## config.mk

```make
export PLATFORM = sky130hd
export DESIGN_NAME = adc_control
export DESIGN_NICKNAME = d
export VERILOG_FILES = /design/src/design/adc_ctl_pkg.sv /design/src/design/result_if.sv /design/src/design/adc_control.sv /design/src/design/bit_sync.sv /design/src/design/result_shaper.sv
export SDC_FILE = /design/constraint.sdc
export NUM_CORES = 1
export LEC_CHECK = 0
export BUFFER_PORTS_ARGS = -buffer_cell sky130_fd_sc_hd__buf_2
export CAP_MARGIN = 25
export CORE_MARGIN = 1.5
export CORE_UTILIZATION = 30
export CTS_CLUSTER_DIAMETER = 40
export DETAILED_ROUTE_END_ITERATION = 6
export PLACE_DENSITY_LB_ADDON = 0.15
export SYNTH_ARGS = -nofsm -noshare
export SYNTH_HDL_FRONTEND = slang
export SYNTH_SLANG_ARGS = --single-unit
```

## constraint.sdc

```tcl
create_clock -name pclk -period 1.83 [get_ports pclk]
set_input_delay 0.2745 -clock pclk [delete_from_list [all_inputs] [get_ports pclk]]
set_output_delay 0.2745 -clock pclk [all_outputs]
set_load 0.1 [all_outputs]
```

## src/design/adc_ctl_pkg.sv

```systemverilog
package adc_ctl_pkg;
  // register byte offsets
  localparam logic [11:0] CTRL_OFS   = 12'h000;
  localparam logic [11:0] STATUS_OFS = 12'h004;
  localparam logic [11:0] MASK_OFS   = 12'h008;
  localparam logic [11:0] RESULT_OFS = 12'h00C;
  localparam logic [11:0] BUFSZ_OFS  = 12'h010;
  // control word field positions
  localparam int ON_BIT    = 15;
  localparam int HALT_BIT  = 13;
  localparam int DMA_BIT   = 12;
  localparam int B12_BIT   = 10;
  localparam int FMT_LO    = 8;
  localparam int TRIG_LO   = 5;
  localparam int GROUP_BIT = 4;
  localparam int SIM_BIT   = 3;
  localparam int AUTO_SAMPLING_BIT  = 2;
  localparam int SAMPLE_ACTIVE_BIT  = 1;
  localparam int DONE_BIT  = 0;
  // writable plain bits; sample and done handled apart
  localparam logic [15:0] CTRL_WMASK = 16'hB7FC;
  localparam logic [15:0] CTRL_RESET = 16'h0000;
  // status / mask layout
  localparam int          STATUS_W     = 2;
  localparam int          ST_DONE      = 0;
  localparam int          ST_IDLE_HALT = 1;
  localparam logic [1:0]  STATUS_RESET = 2'h0;
  localparam logic [1:0]  MASK_RESET   = 2'h0;
  // dma buffer size, log2 of words per input
  localparam int          BUFSZ_W     = 3;
  localparam logic [2:0]  BUFSZ_RESET = 3'h0;
  localparam logic [7:0]  COUNT_RESET = 8'h00;
  localparam logic [15:0] WORD_RESET  = 16'h0000;
  // output format codes
  typedef enum logic [1:0] {
    FMT_INT   = 2'b00,
    FMT_SINT  = 2'b01,
    FMT_FRAC  = 2'b10,
    FMT_SFRAC = 2'b11
  } format_t;
endpackage

```

## src/design/result_if.sv

```systemverilog
`timescale 1ns/1ps
`default_nettype none
interface result_if;
  logic [11:0] raw;
  logic        twelve;
  logic [1:0]  fmt;
  logic [15:0] word;
  modport producer (output raw, output twelve, output fmt, input word);
  modport shaper   (input raw, input twelve, input fmt, output word);
endinterface : result_if
`default_nettype wire

```

## src/design/adc_control.sv

```systemverilog
// How it works
// RQ1: converter runs only while the enable bit is one, off otherwise.
// RQ2: with halt-in-idle set, converter stops once the device is idle.
// RQ3: order bit zero gives scatter address from input index and buffer size.
// RQ4: twelve-bit bit picks 12-bit single channel, else 10-bit four channel.
// RQ5: 10-bit format 00 gives right-justified unsigned result, upper bits zero.
// RQ6: 10-bit format 10 gives left-justified unsigned result, low bits zero.
// RQ7: 10-bit format 01 gives signed integer with inverted MSB as sign.
// RQ8: 12-bit format 11 signed fractional; 10 and 00 left/right unsigned.
// RQ9: software must not clear done while auto sampling is on.
// RQ10: unused bits read zero; sample and done flags settable by hardware too.
`timescale 1ns/1ps
`default_nettype none
module adc_control
  import adc_ctl_pkg::*;
(
  input  wire logic        pclk,
  input  wire logic        presetn,
  input  wire logic [11:0] paddr,
  input  wire logic        psel,
  input  wire logic        penable,
  input  wire logic        pwrite,
  input  wire logic [31:0] pwdata,
  input  wire logic [3:0]  pstrb,
  output logic [31:0]      prdata,
  output logic             pready,
  output logic             pslverr,
  input  wire logic        idle_req,
  input  wire logic        sample_begin,
  input  wire logic        sample_end,
  input  wire logic        conv_valid,
  input  wire logic [11:0] conv_raw,
  input  wire logic [4:0]  input_index,
  output logic             converter_run,
  output logic             twelve_bit_mode,
  output logic             dma_order_mode,
  output logic [2:0]       conversion_trigger_source,
  output logic             trigger_group_select,
  output logic             simultaneous_sampling,
  output logic             auto_sampling,
  output logic             sample_active,
  output logic [15:0]      result_word,
  output logic             result_valid,
  output logic [15:0]      dma_addr,
  output logic             irq
);
  logic [15:0]         ctrl;
  logic [STATUS_W-1:0] status;
  logic [STATUS_W-1:0] mask;
  logic [BUFSZ_W-1:0]  bufsz;
  logic [7:0]          conv_count;
  logic                idle_sync;
  logic                halted;

  result_if rif ();

  // idle request comes from the power controller, another domain
  bit_sync u_idle_sync (
    .pclk    (pclk),
    .presetn (presetn),
    .din     (idle_req),
    .dout    (idle_sync)
  );

  // result layout according to width and format
  assign rif.raw    = conv_raw;
  assign rif.twelve = ctrl[B12_BIT];
  assign rif.fmt    = ctrl[FMT_LO+1:FMT_LO];

  result_shaper u_shaper (
    .rif (rif)
  );

  // bus decode
  wire setup_ph   = psel & ~penable;
  wire access_ph  = psel & penable & pready;
  wire wr_now     = access_ph & pwrite;
  wire hit_ctrl   = (paddr == CTRL_OFS);
  wire hit_status = (paddr == STATUS_OFS);
  wire hit_mask   = (paddr == MASK_OFS);
  wire hit_result = (paddr == RESULT_OFS);
  wire hit_bufsz  = (paddr == BUFSZ_OFS);
  wire mapped     = hit_ctrl | hit_status | hit_mask | hit_result | hit_bufsz;
  wire wr_ctrl    = wr_now & hit_ctrl;
  wire wr_status  = wr_now & hit_status & pstrb[0];
  wire wr_mask    = wr_now & hit_mask & pstrb[0];
  wire wr_bufsz   = wr_now & hit_bufsz & pstrb[0];

  // byte-lane write mask over the control word
  wire [15:0] lane_mask = {{8{pstrb[1]}}, {8{pstrb[0]}}};
  wire [15:0] wmask     = wr_ctrl ? (CTRL_WMASK & lane_mask) : 16'h0000;

  // converter state
  wire halt_now   = ctrl[HALT_BIT] & idle_sync;       // [RQ2]
  wire run_now    = ctrl[ON_BIT] & ~halt_now;          // [RQ1]
  wire take_conv  = conv_valid & run_now;
  wire sample_active_set   = sample_begin & run_now;
  wire idle_event = halt_now & ~halted & ctrl[ON_BIT];

  // software writes to sample and done
  wire sw_sample_active_wr  = wr_ctrl & pstrb[0];
  wire sw_done_clr = wr_ctrl & pstrb[0] & ~pwdata[DONE_BIT];

  // sample flag: hardware set and clear, software writable
  wire next_sample_active = sample_active_set ? 1'b1 :
                   sample_end ? 1'b0 :
                   sw_sample_active_wr ? pwdata[SAMPLE_ACTIVE_BIT] : ctrl[SAMPLE_ACTIVE_BIT];

  // done flag: set by conversion wins over any clear
  wire next_done = take_conv ? 1'b1 :
                   (sample_active_set | sw_done_clr) ? 1'b0 : ctrl[DONE_BIT];

  // plain control bits, unimplemented bits stay zero
  wire [15:0] plain_ctrl = (ctrl & ~wmask) | (pwdata[15:0] & wmask);
  wire [15:0] next_ctrl  = {plain_ctrl[15:2], next_sample_active, next_done};

  // status events, set wins over the write-one clear
  wire [STATUS_W-1:0] ev;
  assign ev[ST_DONE]      = take_conv;
  assign ev[ST_IDLE_HALT] = idle_event;
  wire [STATUS_W-1:0] clr = wr_status ? pwdata[STATUS_W-1:0] : '0;
  wire [STATUS_W-1:0] next_status = (status & ~clr) | ev;

  // dma address: scatter slot or running conversion order
  wire [15:0] slot_mask = ~(16'hFFFF << bufsz);
  wire [15:0] base_addr = {11'h000, input_index} << bufsz;
  wire [15:0] scat_addr = base_addr | ({8'h00, conv_count} & slot_mask);
  wire [15:0] ord_addr  = {8'h00, conv_count};
  wire [15:0] next_addr = ctrl[DMA_BIT] ? ord_addr : scat_addr;  // [RQ3]

  // read mux, unmapped addresses read zero
  wire [31:0] rd_ctrl   = {16'h0000, ctrl};                     // [RQ10]
  wire [31:0] rd_status = {{(32-STATUS_W){1'b0}}, status};
  wire [31:0] rd_mask   = {{(32-STATUS_W){1'b0}}, mask};
  wire [31:0] rd_result = {16'h0000, result_word};
  wire [31:0] rd_bufsz  = {{(32-BUFSZ_W){1'b0}}, bufsz};
  wire [31:0] next_rdata = hit_ctrl   ? rd_ctrl   :
                           hit_status ? rd_status :
                           hit_mask   ? rd_mask   :
                           hit_result ? rd_result :
                           hit_bufsz  ? rd_bufsz  : 32'h0000_0000;

  // bus answer: ready in the first access cycle
  always_ff @(posedge pclk or negedge presetn) begin
    if (!presetn) begin
      pready  <= 1'b0;
      pslverr <= 1'b0;
      prdata  <= 32'h0000_0000;
    end else begin
      pready  <= setup_ph;
      pslverr <= setup_ph & ~mapped;
      prdata  <= setup_ph ? next_rdata : prdata;
    end
  end

  // control word with hardware-set sample and done flags
  always_ff @(posedge pclk or negedge presetn) begin
    if (!presetn) begin
      ctrl <= CTRL_RESET;
    end else begin
      ctrl <= next_ctrl;                               // [RQ10]
    end
  end

  // interrupt status, mask and output
  always_ff @(posedge pclk or negedge presetn) begin
    if (!presetn) begin
      status <= STATUS_RESET;
      mask   <= MASK_RESET;
      irq    <= 1'b0;
    end else begin
      status <= next_status;
      mask   <= wr_mask ? pwdata[STATUS_W-1:0] : mask;
      irq    <= |(next_status & mask);
    end
  end

  // buffer size and halt tracking
  always_ff @(posedge pclk or negedge presetn) begin
    if (!presetn) begin
      bufsz  <= BUFSZ_RESET;
      halted <= 1'b0;
    end else begin
      bufsz  <= wr_bufsz ? pwdata[BUFSZ_W-1:0] : bufsz;
      halted <= halt_now;
    end
  end

  // run output follows enable and idle halt
  always_ff @(posedge pclk or negedge presetn) begin
    if (!presetn) begin
      converter_run <= 1'b0;
    end else begin
      converter_run <= run_now;                        // [RQ1] [RQ2]
    end
  end

  // conversion counter, cleared while the enable bit is zero
  always_ff @(posedge pclk or negedge presetn) begin
    if (!presetn) begin
      conv_count <= COUNT_RESET;
    end else if (!ctrl[ON_BIT]) begin
      conv_count <= COUNT_RESET;                       // [RQ1]
    end else if (take_conv) begin
      conv_count <= conv_count + 8'h01;
    end
  end

  // result and its dma address, captured per conversion
  always_ff @(posedge pclk or negedge presetn) begin
    if (!presetn) begin
      result_word  <= WORD_RESET;
      result_valid <= 1'b0;
      dma_addr     <= WORD_RESET;
    end else begin
      result_valid <= take_conv;
      if (take_conv) begin
        result_word <= rif.word;                       // [RQ5] [RQ6] [RQ7] [RQ8]
        dma_addr    <= next_addr;                      // [RQ3]
      end
    end
  end

  // configuration outputs straight from the control word
  assign twelve_bit_mode           = ctrl[B12_BIT];    // [RQ4]
  assign dma_order_mode            = ctrl[DMA_BIT];
  assign conversion_trigger_source = ctrl[TRIG_LO+2:TRIG_LO];
  assign trigger_group_select      = ctrl[GROUP_BIT];
  assign simultaneous_sampling     = ctrl[SIM_BIT];
  assign auto_sampling             = ctrl[AUTO_SAMPLING_BIT];
  assign sample_active             = ctrl[SAMPLE_ACTIVE_BIT];
endmodule // adc_control
`default_nettype wire

```

## src/design/bit_sync.sv

```systemverilog
`timescale 1ns/1ps
`default_nettype none
module bit_sync (
  input  wire logic pclk,
  input  wire logic presetn,
  input  wire logic din,
  output logic      dout
);
  logic stage;

  // two flops, first one read only by the second
  always_ff @(posedge pclk or negedge presetn) begin
    if (!presetn) begin
      stage <= 1'b0;
      dout  <= 1'b0;
    end else begin
      stage <= din;
      dout  <= stage;
    end
  end
endmodule // bit_sync
`default_nettype wire

```

## src/design/result_shaper.sv

```systemverilog
`timescale 1ns/1ps
`default_nettype none
module result_shaper
  import adc_ctl_pkg::*;
(
  result_if.shaper rif
);
  logic [9:0]  d10;
  logic [11:0] d12;
  logic [15:0] w10;
  logic [15:0] w12;

  assign d10 = rif.raw[9:0];
  assign d12 = rif.raw;

  // ten-bit layouts
  always_comb begin
    unique case (format_t'(rif.fmt))
      FMT_INT:   w10 = {6'h00, d10};                 // [RQ5]
      FMT_FRAC:  w10 = {d10, 6'h00};                 // [RQ6]
      FMT_SINT:  w10 = {{7{~d10[9]}}, d10[8:0]};     // [RQ7]
      FMT_SFRAC: w10 = {~d10[9], d10[8:0], 6'h00};
    endcase
  end

  // twelve-bit layouts
  always_comb begin
    unique case (format_t'(rif.fmt))
      FMT_INT:   w12 = {4'h0, d12};                  // [RQ8]
      FMT_FRAC:  w12 = {d12, 4'h0};                  // [RQ8]
      FMT_SINT:  w12 = {{5{~d12[11]}}, d12[10:0]};
      FMT_SFRAC: w12 = {~d12[11], d12[10:0], 4'h0};  // [RQ8]
    endcase
  end

  assign rif.word = rif.twelve ? w12 : w10;          // [RQ4]
endmodule // result_shaper
`default_nettype wire

```

**After elaboration in Yosys (flattened, before gate mapping)**

Index checks and enable logic that the tools add are counted.

- Word-level logic and storage cells: 95
- Register bits after elaboration: 103
- Output and inout port bits: 78

- Mux-type cells: 18
- Bitwise gates (word level): 43
- Equal/unequal tests: 8
- Shift operators: 2
- Add/subtract/negate cells: 1
- Reduce and logical (&&, ||, !) cells: 5

Operator list:

| operator | number |
|---|---|
| $pmux 16 s4 | 2 |
| $mux 16 | 7 |
| $and 16x16->16 | 2 |
| $not 16->16 | 2 |
| $or 16x16->16 | 2 |
| $eq 12x4->1 const B | 2 |
| $and 1x1->1 | 20 |
| $and 8x16->16 | 1 |
| $mux 8 | 2 |
| $shl 16x3->16 const A | 1 |
| $shl 5x3->16 | 1 |
| $eq 12x3->1 const B | 1 |
| $eq 12x5->1 const B | 1 |
| $logic_not 12->1 | 1 |
| $add 8x1->8 const B | 1 |
| $not 1->1 | 7 |
| $mux 1 | 5 |
| $or 1x1->1 | 5 |
| $and 2x2->2 | 2 |
| $eq 2x2->1 const B | 2 |
| $mux 3 | 1 |
| $reduce_bool 3->1 | 1 |
| $eq 2x1->1 const B | 1 |
| $logic_not 2->1 | 1 |
| other kinds (6) | 6 |

**Logic depth before layout (Yosys ltp)**

Gate-level depths: netlist of run 1.

- Depth in word-level cells: 11
- Gate-level depth with buffers: 6
- Gate-level depth less buffers: 5

**Hierarchy**

A second synthesis of run 1 with hierarchy kept.

- Cell total of the unflattened synthesis: 425
- Area total of the unflattened synthesis: 4329.2 µm²

Modules (own cells, without submodules):

| module | area each (µm²) | instances | cells an instance |
|---|---|---|---|
| adc_control | 3942.5 | 1 | 379 |
| result_shaper | 336.6 | 1 | 44 |
| bit_sync | 50.0 | 1 | 2 |

**Least setup slack after synthesis of run 1**

OpenSTA, ideal clock, no wires.

- Path kind: reg-to-reg
- From: register pready
- To: register mask[0]
- Library setup time: 0.128 ns
- Arrival: 2.084 ns
- Setup slack: -0.382 ns
- Stages on the path, launching flop included: 5
- Data required time: 1.702 ns
- Cells stage by stage: dfrtp_1 -> and4_1 -> nand2_1 -> nor4_2 -> mux2_1

- Word-level cells in the longest chain between the ends: 4

RTL lines:

| what | line | source |
|---|---|---|
| from (decl) | adc_control.sv:26 | `output logic pready,` |
| from (signal assigned) | adc_control.sv:150 | `pready <= setup_ph;` |
| $and 1x1->1 | adc_control.sv:76 | `wire access_ph = psel & penable & pready;` |
| $and 1x1->1 | adc_control.sv:77 | `wire wr_now = access_ph & pwrite;` |
| $and 1x1->1 (2 in series) | adc_control.sv:86 | `wire wr_mask = wr_now & hit_mask & pstrb[0];` |
| to (signal assigned) | adc_control.sv:173 | `mask <= wr_mask ? pwdata[STATUS_W-1:0] : mask;` |
| to (decl) | adc_control.sv:49 | `logic [STATUS_W-1:0] mask;` |

Every way passes these cells.
A chain may end at the register's enable or synchronous reset.

**Worst setup path in the final report of run 1**

- From: register pready
- To: register mask[1]

Same word-level chain as after synthesis.

==> flow_summary_export.csv, run 1 <==
group,metric,value,unit
timing,slew_viol_final,0,
timing,fin_worst_skew,0.004737,ns
cts,numCtsBuffers,9,
timing,fmax,593.8,MHz
pwr,powerDensity,749.1,nW/um^2
yosys,synth-adder-area-share,0.2953,%
timing,rsz0062_at_grt,"no",
timing,tns,0,ns
yosys,synth_ff_type,"dfrtp_1",
global_route,grt_usage,16.52,%
yosys,synth_top_family_by_area,"simple AND/OR/NAND/NOR gates",
critical_path,r2r_end,"mask[1]",
critical_path,crit_fanout,7,
placement,io_buffers,111,
pwr,leakagePower,2.653,nW
global_route,grt_max_degree,39,
critical_path,crit_path_start_kind,"flip-flop",
yosys,synth_edf_count,0,
cts,cts_tree,"built",
cts,ctsResizeCount,0,
yosys,synth-simple-area-share,18.84,%
critical_path,worstRegToRegCells,4,
timing,finalSetupViolCount,0,
critical_path,crit_path_end_kind,"flip-flop",
placement,placed_area,5079,sq um
flow_run,max-cap-violations,0,
yosys,synth_xor_area_share,1.447,%
detailed_routing,drtIter0Drc,136,
yosys,synth_compound_area_share,14.77,%
finish,finalInstanceArea,5384,sq um
detailed_routing,drt_wl_total,11.84,mm
timing,min_period,1.684,ns
status,status,"finished, final reports clean",
min_path,hold_path_end,"u_idle_sync.stage",
global_route,grt_pass1_vias,3457,
detailed_routing,ant_nets,0,
global_route,grt_pass1_wl,18.57,mm
finish,antenna_cells,0,
yosys,syn_inst,423,
cts,clockBufferDepth,2,
yosys,seq_area_frac_synth,47.84,%
die,initial_core_util,30.64,%
yosys,ys_seq_elements,81,
critical_path,cp.required,2.05,ns
detailed_routing,drc,0,
timing,relSlewSlack,64.38,%
die,rows,43,
yosys,synth.cell_area,4237,sq um
yosys,postSynthAreaPerCell,10.02,sq um
detailed_routing,drt_pass1_iterations,4,
timing,post-route-period-util,92.02,%
die,ios,152,
die,core_area,13830,sq um
die,dieArea,14840,sq um
yosys,ys_types,60,
finish,final_util,38.94,%
detailed_routing,wire_per_inst,16.18,um
cts,clkTransAtPathRegs,0.06,ns
global_route,antenna_found_initial,0,
cts,cts_max_level,3,
cts,clk-insertion-delay-late,0.34,ns
finish,syn_to_final_growth,27.08,%
finish,nets,622,
cts,clkSinkCount,81,
critical_path,worstReg2RegStart,"pready",
detailed_routing,avgViaCountPerCell,4.861,
yosys,yosysWarnings,0,
critical_path,worstSetupPathType,"reg2reg",
placement,place_hpwl,8.919,mm
placement,gp_congestion,0.8610,
cts,cts_root_buf,"clkbuf_16",
critical_path,arrival,1.90,ns
die,dieHeight,121.8,um
min_path,hp-start,"idle_req",
timing,final_hold_viol_count,0,
cts,postCtsSetupBuffers,0,
global_route,gr-total-overflow,0,
timing,worst_pin_slew,0.5344,ns
critical_path,rrSetupSlack,0.15,ns
yosys,async_flop_share,100.0,%
pwr,power.total,4.033,mW
detailed_routing,vias,3558,
finish,drive_gt1_share,32.79,%
yosys,synthMuxAreaShare,9.185,%
die,dieWidth,121.8,um
pwr,ir_drop,0.4411,mV
min_path,min_path_type,"in2reg",
min_path,min_path_cells,1,
cell usage after synthesis (8+ instances only):
cell type / n / area share (%)
a21oi_1: 10 / 1.2
a221o_1: 13 / 3.1
buf_4: 24 / 4.3
clkbuf_1: 16 / 1.4
dfrtp_1: 81 / 48
mux2_1: 13 / 3.5
mux2_2: 8 / 2.1
mux2i_1: 13 / 3.1
nand2_1: 60 / 5.3
nand2b_1: 11 / 1.6
nor2_1: 24 / 2.1
nor2b_1: 8 / 1.2
nor3_1: 10 / 1.2
o21ai_0: 11 / 1.3
o21ai_1: 13 / 1.5
o31ai_1: 8 / 1.4
cells in the final DEF (no fill, tap or decap), types with 3 or more instances in the layout:
cell type,n
nor2b_1,8
clkbuf_16,9
nor3b_1,5
nand3_1,6
nor3_1,10
o21ai_1,13
o21ai_0,11
nand4_1,6
xor2_1,6
mux2i_1,13
o31ai_1,8
nand3b_1,4
inv_1,7
conb_1,20
a221oi_1,4
dfrtp_1,79
buf_4,31
a22o_1,3
a21oi_1,10
buf_2,110
nand4b_1,3
a31oi_1,6
nor2_1,24
a221o_1,13
mux2_2,8
nand2_1,59
mux2_1,13
nand2b_1,11
clkinv_2,3
power by group:
part	internal (mW)	leakage (nW)	switching [mW]	total (mW)
sequential	1.80	1.11	0.00298	1.80
clock	1.06	0.146	0.753	1.81
combinational	0.0890	1.40	0.335	0.424
logic make-up (layout without fill, tap and decap cells):
group / after synthesis / count (layout)
simple gates: 151 / 151
compound gates: 88 / 88
flops: 81 / 81
buf+inv: 59 / 169
mux: 35 / 35
xor+xnor: 7 / 7
fa+ha+maj: 1 / 1
other cells: 1 / 20
through the flow:
stage / setup WS [ns] / hold WS, ns / instances
final: 0.1460 / 0.03918 / 732
after global routing: 0.07909 / 0.02608 / 732
after CTS: 0.1291 / 0.02784 / 732
after detailed placement: -0.03115 / 0.2951 / 715
after global placement: -0.01063 / 0.2906 / 715
after floorplan: 0.02387 / -0.02109 / 442
routing by layer:
metal	routed length [um]	track usage, %	vias to the layer above
li1	-	-	1727
met1	5617	22.39	1695
met2	5307	25.53	120
met3	678	3.324	16
met4	239	7.279	0
met5	0	0	-
worst max-delay path by stage:
stage	startpoint	end	slack (ns)
2_1_floorplan	flip-flop	result_word[8]	0.02
3_3_place_gp	paddr[11]	bufsz[1]	-0.01
3_5_place_dp	paddr[11]	bufsz[1]	-0.03
4_1_cts	flip-flop	twelve_bit_mode	0.13
5_1_grt	flip-flop	twelve_bit_mode	0.08
6_report	pready	mask[1]	0.15
cell type report:
cell class | count | area, sq um
Clock buffer | 9 | 225.2
Clock inverter | 7 | 70.07
Fill cell | 1397 | 8443
Inverter | 9 | 33.78
Multi-Input combinational cell | 302 | 1964
Sequential cell | 81 | 2032
Tap cell | 180 | 225.2
Timing Repair Buffer | 144 | 833.3
critical path: stages (launching register included):
cell,delay [ns]
dfrtp_4,0.39
and4_1,0.27
nand2_2,0.17
nor4_2,0.37
mux2_1,0.36
repair_timing:
item,4_1_cts,5_1_grt
hold endpoints to repair,36,0
hold buffers,1,0
endpoints found under the setup margin,0,0
(Power assumes the default switching activity.)
==> run 2: changes to the inputs <==
Settings changed: CORE_UTILIZATION 30 to 50.
==> run 2 against run 1 <==
Against the previous run:
- core utilization grew 24 points
- critical endpoint is now twelve_bit_mode
- clock skew grew 0.0047 ns
- combinational power shrank 1%
- sequential share of layout area grew 1.8 points
- non-clock buffer count shrank 6
- sequential power is essentially flat
- critical path depth shrank 3
- critical path type is now reg2out
- setup slack lost 0.0024 ns
- via count grew 0.53%
- die area shrank 39%
- register-to-register slack gained 0.06 ns
- first-iteration DRC count grew 28%
==> flow_summary_export.csv, run 2 (same netlist as run 1, synthesis figures left out) <==
group,metric,value,unit
detailed_routing,vias,3577,
finish,syn_to_final_growth,21.41,%
global_route,grt_pass1_wl,16.75,mm
critical_path,crit_fanout,16,
cts,cts_root_buf,"clkbuf_8",
timing,min_period,1.686,ns
pwr,leakagePower,2.575,nW
global_route,grt_pass1_vias,3317,
cts,clockBufferDepth,2,
detailed_routing,drt_wl_total,10.63,mm
finish,drive_gt1_share,32.05,%
pwr,ir_drop,0.3726,mV
cts,clk-insertion-delay-late,0.35,ns
detailed_routing,drc,0,
critical_path,cp_num_buf_inv,1,
timing,post-route-period-util,92.15,%
die,dieWidth,95.05,um
critical_path,worstReg2RegStart,"pready",
critical_path,cp_top_family,"flip-flops",
detailed_routing,drt_pass1_iterations,4,
critical_path,rrSetupSlack,0.21,ns
detailed_routing,avgViaCountPerCell,5.495,
global_route,grtUsageMet1,34.29,%
die,rows,33,
placement,gp_congestion,0.8187,
global_route,antenna_found_initial,0,
finish,antenna_cells,0,
finish,seqCellArea,2032,sq um
finish,final_common_cell,"buf_2",
placement,pre_cts_ws,-0.04436,ns
critical_path,worstSetupPathType,"reg2out",
flow_run,max-cap-violations,0,
placement,placed_area,4952,sq um
cts,cts_tree,"built",
cts,numCtsBuffers,9,
critical_path,crit_slowest_cell,"dfrtp_2",
critical_path,crit_chain,"buf_2",
finish,final_cell_mix,"110 x buf_2, 79 x dfrtp_1, 59 x nand2_1",
timing,slew_viol_final,0,
die,core_area,8217,sq um
placement,placed_cells,634,
timing,whs,0.02578,ns
die,ios,152,
global_route,gr-total-overflow,0,
min_path,min_path_type,"in2reg",
finish,finalInstanceArea,5144,sq um
global_route,busiest_layer,"met2",
die,dieArea,9035,sq um
global_route,grt_use_met2,38.45,%
global_route,grt_usage,24.42,%
finish,num-fill-cells,737,
timing,fmax,593.0,MHz
cts,clkTransAtPathRegs,0.09,ns
placement,place_hpwl,7.902,mm
min_path,hp-start,"idle_req",
timing,fin_worst_skew,0.009474,ns
critical_path,crit_path_end_kind,"output port",
critical_path,crit_path_start_kind,"flip-flop",
status,status,"finished, final reports clean",
cts,clkSinkCount,81,
detailed_routing,wire_per_inst,16.33,um
critical_path,cp.required,1.56,ns
finish,nets,616,
die,dieHeight,95.05,um
global_route,grt_max_degree,36,
pwr,power.total,3.453,mW
finish,final_util,62.60,%
global_route,met3_usage,3.828,%
timing,finalSetupViolCount,0,
timing,rsz0062_at_grt,"no",
timing,tns,0,ns
finish,instances_no_fill,651,
pwr,powerDensity,671.3,nW/um^2
detailed_routing,drtIter0Drc,174,
critical_path,cpPeakStageDelay,0.57,ns
detailed_routing,ant_nets,0,
critical_path,arrival,1.41,ns
finish,multiInputGateArea,1964,sq um
cts,cts_max_level,3,
timing,setup_ws,0.1436,ns
timing,final_hold_viol_count,0,
die,initial_core_util,51.56,%
placement,io_buffers,111,
run 2: cell types whose count changed in the layout (fill, tap and decap cells not counted), moves of 2 or more:
cell / delta
clkinv_2: -2
clkbuf_8: +9
buf_4: -7
clkbuf_16: -9
inv_6: +2
run 2: timing repair:
action,in CTS,in global routing
hold endpoints to repair,33,0
resized for setup,0,0
buffers inserted,0,0
hold buffers,1,0
run 2: layout make-up:
type / count / share of cell area (%)
Clock inverter: 7 / 1.119
Multi-Input combinational cell: 302 / 38.19
Inverter: 9 / 0.6568
Clock buffer: 9 / 2.408
Sequential cell: 81 / 39.50
Tap cell: 105 / 2.554
Timing Repair Buffer: 138 / 15.57
run 2: worst paths after layout:
| kind | to | cells after the start |
|---|---|---|
| min in group asynchronous | prdata[4] | 2 |
| worst max-delay path | twelve_bit_mode | 1 |
| worst min-delay path | u_idle_sync.stage | 1 |
| worst min register to register | u_idle_sync.dout | 0 |
| worst max register to register | mask[1] | 4 |
| max in group asynchronous | result_word[4] | 3 |
run 2: power by group:
part | total [mW] | switching, mW | internal [mW]
Clock | 1.24 | 0.723 | 0.515
Combinational | 0.419 | 0.330 | 0.0890
Sequential | 1.80 | 0.00320 | 1.79
Total | 3.45 | 1.06 | 2.40
run 2: routing by layer:
layer  share of wire (%)  routed length [um]  vias to the layer above
li1                    -                   -                     1710
met2                  47                5032                      121
met3                 5.8                 621                       10
met4                 1.1                 112                        0
met1                  46                4863                     1736
met5                   0                   0                        -
